===== config.mk =====
export PLATFORM = sky130hd
export DESIGN_NAME = pcd_decoder
export DESIGN_NICKNAME = d
export VERILOG_FILES = /design/src/pcd_pkg.sv /design/src/pcd_decoder.sv
export SDC_FILE = /design/constraint.sdc
export NUM_CORES = 1
export LEC_CHECK = 0
export BUFFER_PORTS_ARGS = -buffer_cell sky130_fd_sc_hd__buf_2
export CAP_MARGIN = 20
export CORE_UTILIZATION = 45
export CTS_CLUSTER_DIAMETER = 60
export DETAILED_ROUTE_END_ITERATION = 10
export PLACE_DENSITY_LB_ADDON = 0.08
export SLEW_MARGIN = 0
export SYNTH_ARGS = -nofsm -noshare
export SYNTH_HDL_FRONTEND = slang
export SYNTH_SLANG_ARGS = --single-unit

===== constraint.sdc =====
create_clock -name clock -period 3.4 [get_ports clock]
set_input_delay 0.68 -clock clock [delete_from_list [all_inputs] [get_ports clock]]
set_output_delay 0.68 -clock clock [all_outputs]
set_load 0.01 [all_outputs]

===== src/pcd_pkg.sv =====
// Package for the controller-line command decoder: register map,
// field positions, reset values, function codes and timing.
// Assumes a single 40 MHz clock domain and a 32-bit APB register bus.
package pcd_pkg;

  // Register byte offsets
  localparam logic [7:0] OFS_CTRL       = 8'h00;
  localparam logic [7:0] OFS_STATUS     = 8'h04;
  localparam logic [7:0] OFS_IRQ_STAT   = 8'h08;
  localparam logic [7:0] OFS_IRQ_MASK   = 8'h0c;
  localparam logic [7:0] OFS_MAP_LO     = 8'h10;
  localparam logic [7:0] OFS_MAP_HI     = 8'h14;
  localparam logic [7:0] OFS_MAP_COMMIT = 8'h18;
  localparam logic [7:0] OFS_IO_STATE   = 8'h1c;
  localparam logic [7:0] OFS_RELAY_TGL  = 8'h20;

  // Sizes
  localparam int NUM_IN    = 8;
  localparam int NUM_RELAY = 12;
  localparam int FN_W      = 5;
  localparam int MAP_PER   = 4;   // Pins per map word
  localparam int MAP_STEP  = 8;   // Bit step of a pin field

  // Field positions
  localparam int CTRL_CONT_BIT  = 0;
  localparam int CTRL_AUTOP_BIT = 1;
  localparam int IO_RELAY_LSB   = 8;

  // Status register bit positions
  localparam int ST_CYCLE   = 0;
  localparam int ST_PEND    = 1;
  localparam int ST_STANDBY = 2;
  localparam int ST_RESULT  = 3;
  localparam int ST_CAL     = 4;
  localparam int ST_CHECK   = 5;
  localparam int ST_COARSE  = 6;
  localparam int ST_PURGE   = 7;

  // Interrupt event bit positions
  localparam int EV_BEGIN = 0;
  localparam int EV_HALT  = 1;
  localparam int EV_CAL   = 2;
  localparam int EV_CHECK = 3;
  localparam int EV_CLEAR = 4;
  localparam int EV_WAKE  = 5;
  localparam int EV_SLEEP = 6;
  localparam int EV_DONE  = 7;

  // Reset values
  localparam logic       CTRL_CONT_RST  = 1'b0;
  localparam logic       CTRL_AUTOP_RST = 1'b1;
  localparam logic       STANDBY_RST    = 1'b0;
  localparam logic [7:0] IRQ_MASK_RST   = 8'h00;
  localparam logic [1:0] WARM_DONE      = 2'h3;

  // Function codes assignable to an input pin
  typedef enum logic [4:0] {
    FN_NONE        = 5'h00,
    FN_BEGIN       = 5'h01,
    FN_HALT        = 5'h02,
    FN_BEGIN_HALT  = 5'h03,
    FN_CAL         = 5'h04,
    FN_CHECK       = 5'h05,
    FN_CLEAR       = 5'h06,
    FN_WAKE        = 5'h07,
    FN_SLEEP       = 5'h08,
    FN_COARSE_FINE = 5'h09,
    FN_PURGE       = 5'h0a,
    FN_INV_BEGIN   = 5'h0b,
    FN_INV_HALT    = 5'h0c,
    FN_HALT_BEGIN  = 5'h0d,
    FN_INVERTED_CALIBRATE_CMD     = 5'h0e,
    FN_INV_CHECK   = 5'h0f,
    FN_INVERTED_FAULT_CLEAR_CMD   = 5'h10,
    FN_INV_WAKE    = 5'h11,
    FN_INV_SLEEP   = 5'h12,
    FN_FINE_COARSE = 5'h13,
    FN_INVERTED_FLUSH_CMD   = 5'h14
  } pcd_fn_t;

  // Timing
  localparam longint CLK_HZ         = 40000000;
  localparam longint START_DELAY_MS = 3000;
  localparam longint START_DELAY_CYC = START_DELAY_MS * CLK_HZ / 1000;

endpackage


===== src/pcd_decoder.sv =====
// Command decoder for discrete lines driven by an external controller,
// with an APB register slave, pin-function mapping and relay test.
// Assumes one clock; controller lines and pins are asynchronous,
// core handshake inputs are on the same clock.
//
// The APB interface to the registers and the register addresses were chosen for this implementation.
`timescale 1ns/1ps

module pcd_decoder #(
  parameter int unsigned START_DELAY_CYCLES =
    int'(pcd_pkg::START_DELAY_CYC)
) (
  input  wire logic        clock,
  input  wire logic        srst,
  input  wire logic        ce,
  // APB slave
  input  wire logic        psel,
  input  wire logic        penable,
  input  wire logic        pwrite,
  input  wire logic [7:0]  paddr,
  input  wire logic [31:0] pwdata,
  output logic [31:0]      prdata,
  output logic             pready,
  output logic             pslverr,
  // Controller lines, asynchronous
  input  wire logic [7:0]  plc_in,
  // Measurement core handshakes
  input  wire logic        cycle_done,
  input  wire logic        cal_done,
  input  wire logic        cal_ok,
  input  wire logic        check_done,
  input  wire logic        error_pending,
  input  wire logic [11:0] relay_func,
  // Command outputs
  output logic             cycle_active,
  output logic             standby,
  output logic             result_valid,
  output logic             cycle_abort,
  output logic             cal_active,
  output logic             cal_factor_load,
  output logic             check_active,
  output logic             fault_clear,
  output logic             restart,
  output logic             coarse_mode,
  output logic             purge_active,
  output logic [11:0]      relay_out,
  output logic             irq
);

  typedef struct packed {
    logic [7:0]       sync1;
    logic [7:0]       sync2;
    logic [7:0]       prev;
    logic [7:0]       armed;
    logic [1:0]       warm;
    logic             cont;
    logic             autop;
    logic [7:0][4:0]  map_stage;
    logic [7:0][4:0]  map_act;
    logic [7:0]       irq_stat;
    logic [7:0]       irq_mask;
    logic [11:0]      toggle;
    logic [11:0]      relay;
    logic             cycle;
    logic             pend;
    logic [31:0]      delay;
    logic             standby;
    logic             result;
    logic             cal;
    logic             check;
    logic             coarse;
    logic             purge;
    logic             abort_p;
    logic             load_p;
    logic             clear_p;
    logic             restart_p;
    logic             rd_ok;
    logic [31:0]      rdata;
    logic             slverr;
  } pcd_state_t;

  pcd_state_t st_reg;
  pcd_state_t st_next;

  // Per-pin decoded events
  logic [7:0] eff;
  logic [7:0] hit_begin;
  logic [7:0] hit_halt;
  logic [7:0] hit_cal;
  logic [7:0] hit_check;
  logic [7:0] hit_clear;
  logic [7:0] hit_wake;
  logic [7:0] hit_sleep;
  logic [7:0] hit_coarse;
  logic [7:0] hit_fine;
  logic [7:0] hit_purge;

  // Decode each pin by its active function
  for (genvar g = 0; g < pcd_pkg::NUM_IN; g++) begin : g_pin
    pcd_pkg::pcd_fn_t fn;
    logic             inv;
    logic             rise;
    logic             fall;
    assign fn  = pcd_pkg::pcd_fn_t'(st_reg.map_act[g]);
    // Inverted variants see the complementary level
    assign inv = (fn == pcd_pkg::FN_INV_BEGIN) ||
                 (fn == pcd_pkg::FN_INV_HALT) ||
                 (fn == pcd_pkg::FN_INVERTED_CALIBRATE_CMD) ||
                 (fn == pcd_pkg::FN_INV_CHECK) ||
                 (fn == pcd_pkg::FN_INVERTED_FAULT_CLEAR_CMD) ||
                 (fn == pcd_pkg::FN_INV_WAKE) ||
                 (fn == pcd_pkg::FN_INV_SLEEP) ||
                 (fn == pcd_pkg::FN_INVERTED_FLUSH_CMD);
    assign eff[g] = st_reg.sync2[g] ^ inv;
    // Edges only count once the line was seen inactive
    assign rise = st_reg.armed[g] & eff[g] & ~st_reg.prev[g];
    assign fall = st_reg.armed[g] & ~eff[g] & st_reg.prev[g];
    assign hit_begin[g] =
      ((fn == pcd_pkg::FN_BEGIN || fn == pcd_pkg::FN_INV_BEGIN) & rise) |
      ((fn == pcd_pkg::FN_BEGIN_HALT) & rise) |
      ((fn == pcd_pkg::FN_HALT_BEGIN) & fall);
    assign hit_halt[g] =
      ((fn == pcd_pkg::FN_HALT || fn == pcd_pkg::FN_INV_HALT) & rise) |
      ((fn == pcd_pkg::FN_BEGIN_HALT) & fall) |
      ((fn == pcd_pkg::FN_HALT_BEGIN) & rise);
    assign hit_cal[g] = rise &
      (fn == pcd_pkg::FN_CAL || fn == pcd_pkg::FN_INVERTED_CALIBRATE_CMD);
    assign hit_check[g] = rise &
      (fn == pcd_pkg::FN_CHECK || fn == pcd_pkg::FN_INV_CHECK);
    assign hit_clear[g] = rise &
      (fn == pcd_pkg::FN_CLEAR || fn == pcd_pkg::FN_INVERTED_FAULT_CLEAR_CMD);
    assign hit_wake[g] = rise &
      (fn == pcd_pkg::FN_WAKE || fn == pcd_pkg::FN_INV_WAKE);
    assign hit_sleep[g] = rise &
      (fn == pcd_pkg::FN_SLEEP || fn == pcd_pkg::FN_INV_SLEEP);
    assign hit_coarse[g] =
      ((fn == pcd_pkg::FN_COARSE_FINE) & rise) |
      ((fn == pcd_pkg::FN_FINE_COARSE) & fall);
    assign hit_fine[g] =
      ((fn == pcd_pkg::FN_COARSE_FINE) & fall) |
      ((fn == pcd_pkg::FN_FINE_COARSE) & rise);
    // Purge follows the level, not an edge
    assign hit_purge[g] = st_reg.armed[g] & eff[g] &
      (fn == pcd_pkg::FN_PURGE || fn == pcd_pkg::FN_INVERTED_FLUSH_CMD);
  end

  // Collapsed command strobes
  logic       do_begin;
  logic       do_halt;
  logic       do_cal;
  logic       do_check;
  logic       do_clear;
  logic       do_wake;
  logic       do_sleep;
  logic       do_coarse;
  logic       do_fine;
  logic [7:0] events;

  assign do_begin  = |hit_begin;
  assign do_halt   = |hit_halt;
  assign do_cal    = |hit_cal;
  assign do_check  = |hit_check;
  assign do_clear  = |hit_clear;
  assign do_wake   = |hit_wake;
  assign do_sleep  = |hit_sleep;
  assign do_coarse = |hit_coarse;
  assign do_fine   = |hit_fine;

  // Event vector feeding the sticky status bits
  always_comb begin
    events = 8'h00;
    events[pcd_pkg::EV_BEGIN] = do_begin;
    events[pcd_pkg::EV_HALT]  = do_halt;
    events[pcd_pkg::EV_CAL]   = do_cal;
    events[pcd_pkg::EV_CHECK] = do_check;
    events[pcd_pkg::EV_CLEAR] = do_clear;
    events[pcd_pkg::EV_WAKE]  = do_wake;
    events[pcd_pkg::EV_SLEEP] = do_sleep;
    events[pcd_pkg::EV_DONE]  = cycle_done & st_reg.cycle;
  end

  // Bus phases; an access completes only on a clock-enabled edge
  logic setup_ph;
  logic wr_done;

  assign setup_ph = psel & ~st_reg.rd_ok;
  assign wr_done  = psel & penable & st_reg.rd_ok & pwrite;

  // Next-state logic for the whole block
  always_comb begin
    st_next = st_reg;
    st_next.abort_p   = 1'b0;
    st_next.load_p    = 1'b0;
    st_next.clear_p   = 1'b0;
    st_next.restart_p = 1'b0;

    // Two-stage synchroniser, then the effective level history
    st_next.sync1 = plc_in;
    st_next.sync2 = st_reg.sync1;
    st_next.prev  = eff;
    if (st_reg.warm != pcd_pkg::WARM_DONE) begin
      st_next.warm = st_reg.warm + 2'h1;
    end else begin
      // Arm a line only after it has been seen inactive
      st_next.armed = st_reg.armed | ~eff;
    end

    // Measurement cycle sequencing, halt beats begin
    if (do_halt) begin
      st_next.cycle   = 1'b0;
      st_next.pend    = 1'b0;
      st_next.result  = 1'b0;
      st_next.abort_p = st_reg.cycle | st_reg.pend;
    end else if (do_begin && !st_reg.cycle && !st_reg.pend) begin
      st_next.result = 1'b0;
      if (st_reg.standby) begin
        // Give the sensor time to settle out of standby
        st_next.standby = 1'b0;
        st_next.pend    = 1'b1;
        st_next.delay   = START_DELAY_CYCLES - 32'h1;
      end else begin
        st_next.cycle = 1'b1;
      end
    end else if (st_reg.pend) begin
      if (st_reg.delay == 32'h0) begin
        st_next.pend  = 1'b0;
        st_next.cycle = 1'b1;
      end else begin
        st_next.delay = st_reg.delay - 32'h1;
      end
    end else if (cycle_done && st_reg.cycle) begin
      st_next.cycle  = 1'b0;
      st_next.result = 1'b1;
    end

    // Calibration and its check
    if (do_cal) begin
      st_next.cal = 1'b1;
    end else if (cal_done && st_reg.cal) begin
      st_next.cal    = 1'b0;
      st_next.load_p = cal_ok;
    end
    if (do_check) begin
      st_next.check = 1'b1;
    end else if (check_done) begin
      st_next.check = 1'b0;
    end

    // Fault clear, with restart when an error was pending
    if (do_clear) begin
      st_next.clear_p   = 1'b1;
      st_next.restart_p = error_pending;
    end

    // Standby control; sleep wins if both arrive together
    if (do_sleep) begin
      st_next.standby = 1'b1;
    end else if (do_wake) begin
      st_next.standby = 1'b0;
    end

    // Coarse/fine only honoured in continuous mode
    if (st_reg.cont) begin
      if (do_coarse) begin
        st_next.coarse = 1'b1;
      end else if (do_fine) begin
        st_next.coarse = 1'b0;
      end
    end

    // Manual purge is locked out while automatic purge runs
    st_next.purge = (|hit_purge) & ~st_reg.autop;

    // Relays: core drive, flipped by test toggles
    st_next.relay = relay_func ^ st_reg.toggle;

    // Sticky interrupt bits: a new event wins over a clear
    st_next.irq_stat = st_reg.irq_stat | events;

    // Read data captured in the setup phase
    if (setup_ph) begin
      st_next.rd_ok  = 1'b1;
      st_next.slverr = 1'b0;
      st_next.rdata  = 32'h0;
      case (paddr)
        pcd_pkg::OFS_CTRL: begin
          st_next.rdata[pcd_pkg::CTRL_CONT_BIT]  = st_reg.cont;
          st_next.rdata[pcd_pkg::CTRL_AUTOP_BIT] = st_reg.autop;
        end
        pcd_pkg::OFS_STATUS: begin
          st_next.rdata[pcd_pkg::ST_CYCLE]   = st_reg.cycle;
          st_next.rdata[pcd_pkg::ST_PEND]    = st_reg.pend;
          st_next.rdata[pcd_pkg::ST_STANDBY] = st_reg.standby;
          st_next.rdata[pcd_pkg::ST_RESULT]  = st_reg.result;
          st_next.rdata[pcd_pkg::ST_CAL]     = st_reg.cal;
          st_next.rdata[pcd_pkg::ST_CHECK]   = st_reg.check;
          st_next.rdata[pcd_pkg::ST_COARSE]  = st_reg.coarse;
          st_next.rdata[pcd_pkg::ST_PURGE]   = st_reg.purge;
        end
        pcd_pkg::OFS_IRQ_STAT: st_next.rdata[7:0] = st_reg.irq_stat;
        pcd_pkg::OFS_IRQ_MASK: st_next.rdata[7:0] = st_reg.irq_mask;
        pcd_pkg::OFS_MAP_LO, pcd_pkg::OFS_MAP_HI: begin
          for (int i = 0; i < pcd_pkg::MAP_PER; i++) begin
            st_next.rdata[i*pcd_pkg::MAP_STEP +: pcd_pkg::FN_W] =
              st_reg.map_stage[i + ((paddr == pcd_pkg::OFS_MAP_HI) ?
                                    pcd_pkg::MAP_PER : 0)];
          end
        end
        pcd_pkg::OFS_MAP_COMMIT: st_next.rdata = 32'h0;
        pcd_pkg::OFS_IO_STATE: begin
          st_next.rdata[7:0] = st_reg.sync2;
          st_next.rdata[pcd_pkg::IO_RELAY_LSB +: pcd_pkg::NUM_RELAY] =
            st_reg.relay;
        end
        pcd_pkg::OFS_RELAY_TGL:
          st_next.rdata[11:0] = st_reg.toggle;
        default: st_next.slverr = 1'b1;
      endcase
    end else if (psel && penable) begin
      st_next.rd_ok = 1'b0;
    end

    // Register writes at the completing access edge
    if (wr_done) begin
      case (paddr)
        pcd_pkg::OFS_CTRL: begin
          st_next.cont  = pwdata[pcd_pkg::CTRL_CONT_BIT];
          st_next.autop = pwdata[pcd_pkg::CTRL_AUTOP_BIT];
        end
        pcd_pkg::OFS_IRQ_STAT:
          st_next.irq_stat = (st_reg.irq_stat & ~pwdata[7:0]) | events;
        pcd_pkg::OFS_IRQ_MASK: st_next.irq_mask = pwdata[7:0];
        pcd_pkg::OFS_MAP_LO, pcd_pkg::OFS_MAP_HI: begin
          for (int i = 0; i < pcd_pkg::MAP_PER; i++) begin
            st_next.map_stage[i + ((paddr == pcd_pkg::OFS_MAP_HI) ?
                                   pcd_pkg::MAP_PER : 0)] =
              pwdata[i*pcd_pkg::MAP_STEP +: pcd_pkg::FN_W];
          end
        end
        pcd_pkg::OFS_MAP_COMMIT: begin
          if (pwdata[0]) begin
            // New mapping applies only now; re-arm to avoid false edges
            st_next.map_act = st_reg.map_stage;
            st_next.armed   = 8'h00;
          end
        end
        pcd_pkg::OFS_RELAY_TGL:
          st_next.toggle = st_reg.toggle ^ pwdata[11:0];
        default: st_next.cont = st_reg.cont;
      endcase
    end
  end

  // State register, frozen while the clock enable is low
  always_ff @(posedge clock) begin
    if (srst) begin
      st_reg          <= '0;
      st_reg.cont     <= pcd_pkg::CTRL_CONT_RST;
      st_reg.autop    <= pcd_pkg::CTRL_AUTOP_RST;
      st_reg.standby  <= pcd_pkg::STANDBY_RST;
      st_reg.irq_mask <= pcd_pkg::IRQ_MASK_RST;
    end else if (ce) begin
      st_reg <= st_next;
    end
  end

  // Zero-wait answer once the read data has been captured
  assign pready  = psel & penable & st_reg.rd_ok & ce;
  assign prdata  = st_reg.rdata;
  assign pslverr = pready & st_reg.slverr;

  // Outputs straight from the state register
  assign cycle_active    = st_reg.cycle;
  assign standby         = st_reg.standby;
  assign result_valid    = st_reg.result;
  assign cycle_abort     = st_reg.abort_p;
  assign cal_active      = st_reg.cal;
  assign cal_factor_load = st_reg.load_p;
  assign check_active    = st_reg.check;
  assign fault_clear     = st_reg.clear_p;
  assign restart         = st_reg.restart_p;
  assign coarse_mode     = st_reg.coarse;
  assign purge_active    = st_reg.purge;
  assign relay_out       = st_reg.relay;
  assign irq             = |(st_reg.irq_stat & st_reg.irq_mask);

endmodule


# After elaboration in Yosys (flattened, before gate mapping)
# Cells that the tools add are included.
# word_totals
ff_bits	228
in_bits	71
output_inout_bits	58
word_cells	727
# classes
add_sub_neg	5
magnitude_cmp	8
n_eq_ne	176
muxes	72
bitwise	253
n_reduce_logical	170
# op_table
op	count
equality test 5 x 4 -> 1 bit, second input constant	64
equality test 5 bit, second input constant	40
AND 1 bit	168
bitwise mux 40 bit	4
equality test 5 x 3 -> 1 bit, second input constant	32
< comparator 32 x 5 -> 1 bit, second input constant	4
logical OR 1 bit	120
>= comparator 32 x 1 -> 1 bit, second input constant	3
OR reduction 8 bit	11
equality test 5 x 2 -> 1 bit, second input constant	16
two-way mux 34 bit	2
two-way mux 5 bit	13
binary-select mux 5 bit (select 3 bit)	4
demux 5 bit (select 3 bit)	4
bitwise OR 1 bit	49
two-way mux 8 bit	6
equality test 5 x 1 -> 1 bit, second input constant	8
two-way mux 33 bit	1
adder 2 x 32 -> 32 bit, first input constant	1
adder 3 x 32 -> 32 bit, first input constant	1
equality test 8 x 5 -> 1 bit, second input constant	4
zero test 32 bit	1
two-way mux 32 bit	1
subtractor 32 x 1 -> 32 bit, second input constant	1
other kinds (39)	126

# Longest topological paths before layout
# logic_depth
depth_word	21
depth_mapped	12
ltp_nobuf	11

# Worst setup path after synthesis
# No wires, ideal clock.
# synth_path
kind	register to register
startpoint	register st_reg (netlist bit g_pin[3].fn[0])
endpoint	register st_reg[55] in the netlist's numbering
setup_ns	0.144
arrival_time_ns	3.392
required_time_ns	3.256
setup_slack_ns	-0.136
path_stages_with_launch	12
path_buffers	3
period_less_slack_ns	3.536
cell_sequence	dfxtp_1 > buf_2 > maj3_1 > o22ai_1 > xor2_2 > mux2_2 > or4_4 > or4_4 > buf_2 > clkbuf_1 > o31ai_1 > a221oi_2
# synth_between
elab_chain_len	19
word_cells_on_any_way	47
cone_classes	eq/ne (14); mux (1); bitwise (17); reduce/logical (15)
# synth_lines
item	line	source
start: declaration	pcd_decoder.sv:82	pcd_state_t st_reg;
start signal: assignment	pcd_decoder.sv:363	st_reg <= st_next;
equality test 5 x 4 -> 1 bit (on tied branches)	-	
logical OR 1 bit	pcd_decoder.sv:106	assign inv = (fn == pcd_pkg::FN_INV_BEGIN) ||
logical OR 1 bit	pcd_decoder.sv:107	(fn == pcd_pkg::FN_INV_HALT) ||
logical OR 1 bit	pcd_decoder.sv:108	(fn == pcd_pkg::FN_INVERTED_CALIBRATE_CMD) ||
logical OR 1 bit	pcd_decoder.sv:109	(fn == pcd_pkg::FN_INV_CHECK) ||
logical OR 1 bit	pcd_decoder.sv:110	(fn == pcd_pkg::FN_INVERTED_FAULT_CLEAR_CMD) ||
logical OR 1 bit	pcd_decoder.sv:111	(fn == pcd_pkg::FN_INV_WAKE) ||
logical OR 1 bit	pcd_decoder.sv:112	(fn == pcd_pkg::FN_INV_SLEEP) ||
[... 2 more ...]	-	
AND 1 bit (on tied branches)	pcd_decoder.sv:116, pcd_decoder.sv:117	
AND 1 bit (on tied branches)	pcd_decoder.sv:119, pcd_decoder.sv:117, pcd_decoder.sv:120	
bitwise OR 1 bit or AND 1 bit (tied branches)	pcd_decoder.sv:119, pcd_decoder.sv:121	
bitwise OR 1 bit	pcd_decoder.sv:120	((fn == pcd_pkg::FN_BEGIN_HALT) & rise) |
OR reduction 8 bit	pcd_decoder.sv:159	assign do_begin = |hit_begin;
logical AND 1 bit (2 in series)	pcd_decoder.sv:214	end else if (do_begin && !st_reg.cycle && !st_reg.pend) begin
inequality test 2 bit (no line) or nonzero test 2 bit (tied branches)	-	
AND reduction 5 bit (no line)	-	
# Parallel ways exist; a longest one is shown, timed or not.
# A chain may end at the register's enable or synchronous reset.

# Worst setup path in the final report
# layout_path
startpoint	register st_reg (netlist bit g_pin[7].fn[0])
endpoint	register st_reg[63] in the netlist's numbering
# Same word-level chain as after synthesis.

==> flow_summary_export.csv <==
group,metric,value,unit
clock_tree,cts_buffer_depth,3,
critical_path,cp_data_required_time,3890,ps
sta,relSlewSlack,41.4,%
pwr,power,7.16,mW
layout,drive_above_1_share,18.2,%
sta,skew,14.8,ps
synthesis,yosysWarnings,0,
sta,tns,0,ps
pwr,seqPwrFrac,39.9,%
synthesis,synth.avg_cell_area,7.68,um^2
sta,drv_slew,0,
clock_tree,h-tree-depth,1,
pwr,p_int,5.00,mW
critical_path,crit_path_start_kind,"flip-flop",
route,vias,12300,
layout,instances_no_fill,2130,
pwr,power.share.combinational,19.9,%
route,drc_errors,0,
clock_tree,cts_buffers,28,
synthesis,synth_cells,1657,
layout,fill_cells,2811,
layout,syn_to_final_growth,15.4,%
global_routing,grt_pass1_vias,11100,
synthesis,synthArstFlopShare,0,%
route,m1WireLength,19.2,mm
global_routing,grt_pass1_wl,63.0,mm
min_path,hold_class,"in2reg",
critical_path,crit_type,"reg2reg",
route,postRouteAntennaNets,0,
die,initial_core_util,45.8,%
synthesis,ys_ff_latch,228,
global_routing,grt_overflow,0,
die,fp-row-count,61,
clock_tree,cts-root-buf,"clkbuf_16",
synthesis,synth_top_area_share,35.9,%
sta,post-route-period-util,97.6,%
pwr,switching_share,30.3,%
synthesis,synth_edf_count,0,
die,core_area,27800,um^2
sta,min_period,3320,ps
die,die_w,170,um
layout,fin_util,52.8,%
route,top_layer,"met4",
die,io_pins,129,
clock_tree,clock-sinks,228,
synthesis,seq_area_frac_synth,35.9,%
critical_path,cp.arrival,3800,ps
placement,io_buffers,113,
pwr,vdd_drop_max,0.403,mV
route,wl_met2,17.4,mm
job,drv_cap,0,
pwr,p_sw,2.17,mW
pwr,p_leak,5.25,nW
global_routing,grt_start_max_net_pins,170,
die,die_h,170,um
synthesis,dominantRegCellSynth,"dfxtp_1",
placement,dp_hpwl,29.3,mm
sta,clock.fmax,301,MHz
synthesis,synth_top_cell_by_area,"dfxtp_1",
clock_tree,clock_latency,550,ps
synthesis,synth.area.top_cells,"dfxtp_1 36%, nand2_1 8.5%, a21oi_1 5.7%",
placement,place.gp.congestion,0.972,
clock_tree,clkTransAtPathRegs,50,ps
critical_path,critPathMaxFanout,6,
clock_tree,cts_tree,"built",
route,drt_iter0_markers,1098,
synthesis,synth_area,12700,um^2
sta,hold_viol,0,
layout,final_area,14700,um^2
layout,antenna_cells,0,
placement,postPlaceCellArea,13700,um^2
critical_path,crit_path_end_kind,"flip-flop",
sta,final-setup-viol-count,0,
status,status,"completed",
sta,postLayoutSetupSlackWorst,80.9,ps
global_routing,antenna_found_initial,0,
route,first_pass_iters,6,
route,vias_per_cell,5.75,
layout,nNetsFinal,1806,
route,wl,40.8,mm
global_routing,grt_usage,27.7,%
pwr,power.density,488,nW/um^2
sta,tightest_slew,880,ps
route,wire_per_inst,19.2,um
layout,largest_reg_flops,131,
placement,preCtsSetupSlack,-53.1,ps
sta,hold_ws,366,ps
synthesis,synth.distinct_cells,80,
pwr,clock_power_share,40.2,%
placement,dpl.cell_count,2077,
route,wl_met3,2.67,mm
die,die-area,28900,um^2
path summary, 6_finish.rpt:
kind / startpoint / endpoint / cells after the start / slack (ps)
worst min register to register: prdata[13] / prdata[13] / 2 / 450
worst max-delay path: g_pin[7].fn[0] / st_reg[63] / 9 / 80
worst max register to register: g_pin[7].fn[0] / st_reg[63] / 9 / 80
worst min-delay path: plc_in[4] / st_next[222] / 3 / 370
worst max-delay path: stages (launching register included):
cell,delay [ps]
dfxtp_1,330
maj3_2,330
o22ai_4,140
xor2_2,190
mux2_4,320
or4_4,550
or4_4,630
or3b_4,470
o2bb2ai_2,150
a22o_1,150
repair_timing:
item | CTS | global route
hold buffers | 0 | 0
buffers inserted | 1 | 1
gates cloned | 0 | 2
gates resized for setup | 0 | 17
endpoints found under the setup margin | 17 | 33
pin swaps | 2 | 6
power groups by stage:
stage          Combinational, mW  Clock (mW)  Sequential [mW]
3_3_place_gp                1.37           0             2.91
6_report                    1.43        2.88             2.86
4_1_cts                     1.40        2.94             2.85
2_1_floorplan               1.06           0             2.88
5_1_grt                     1.60        3.05             2.87
3_5_place_dp                1.39           0             2.91
cell type report:
| cell class | count | area, um^2 | area share (%) |
|---|---|---|---|
| multi-input cells | 1230 | 7320 | 49.8 |
| flip-flops and latches | 228 | 4560 | 31.1 |
| repair buffers | 203 | 1280 | 8.75 |
| clock buffers | 38 | 778 | 5.30 |
| well taps | 378 | 473 | 3.22 |
| inverters | 42 | 158 | 1.07 |
| clock inverters | 11 | 106 | 0.724 |
cell usage in the layout (no fill, tap or decap), types with 19 or more instances in the layout:
| cell | n |
|---|---|
| a21oi_1 | 144 |
| a221oi_1 | 22 |
| a22oi_1 | 19 |
| buf_2 | 112 |
| buf_4 | 87 |
| clkbuf_16 | 28 |
| dfxtp_1 | 228 |
| inv_1 | 40 |
| mux2i_1 | 44 |
| nand2_1 | 289 |
| nand2b_1 | 34 |
| nand3_1 | 38 |
| nor2_1 | 161 |
| nor2b_1 | 31 |
| nor3_1 | 59 |
| nor4_1 | 31 |
| o31ai_1 | 24 |
| xnor2_1 | 20 |
Yosys cell counts (10+ instances only):
library cell    n
a211oi_1       18
a21oi_1       145
a221oi_1       22
a22o_1         18
a22oi_1        19
a311oi_1       10
and3_1         14
buf_4          51
clkbuf_1       93
dfxtp_1       228
inv_1          40
mux2_2         11
mux2i_1        45
nand2_1       289
nand2b_1       34
nand3_1        38
nand4_1        18
nor2_1        162
nor2b_1        31
nor3_1         60
nor3b_1        11
nor4_1         31
o21ai_0        12
o22ai_1        18
o31ai_1        24
or2_2          16
or4_1          13
xnor2_1        23
xor2_1         16
layer usage:
layer	vias up	global-route usage, %
met5	-	0
met1	5755	40.5
met3	73	3.26
met4	0	9.67
met2	430	41.7
li1	5997	-
cell families (layout without fill, tap and decap cells):
family          Yosys count  in the layout  synth area share (%)
mux                      57             57                  4.63
xor+xnor                 41             41                  2.94
simple gates            761            763                  28.5
flops                   228            228                  35.9
fa+ha+maj                10             10                 0.836
compound gates          353            353                  19.3
other cells               1              6                0.0295
buf+inv                 206            294                  7.84
Note: power is estimated with default switching activity, not from simulation.
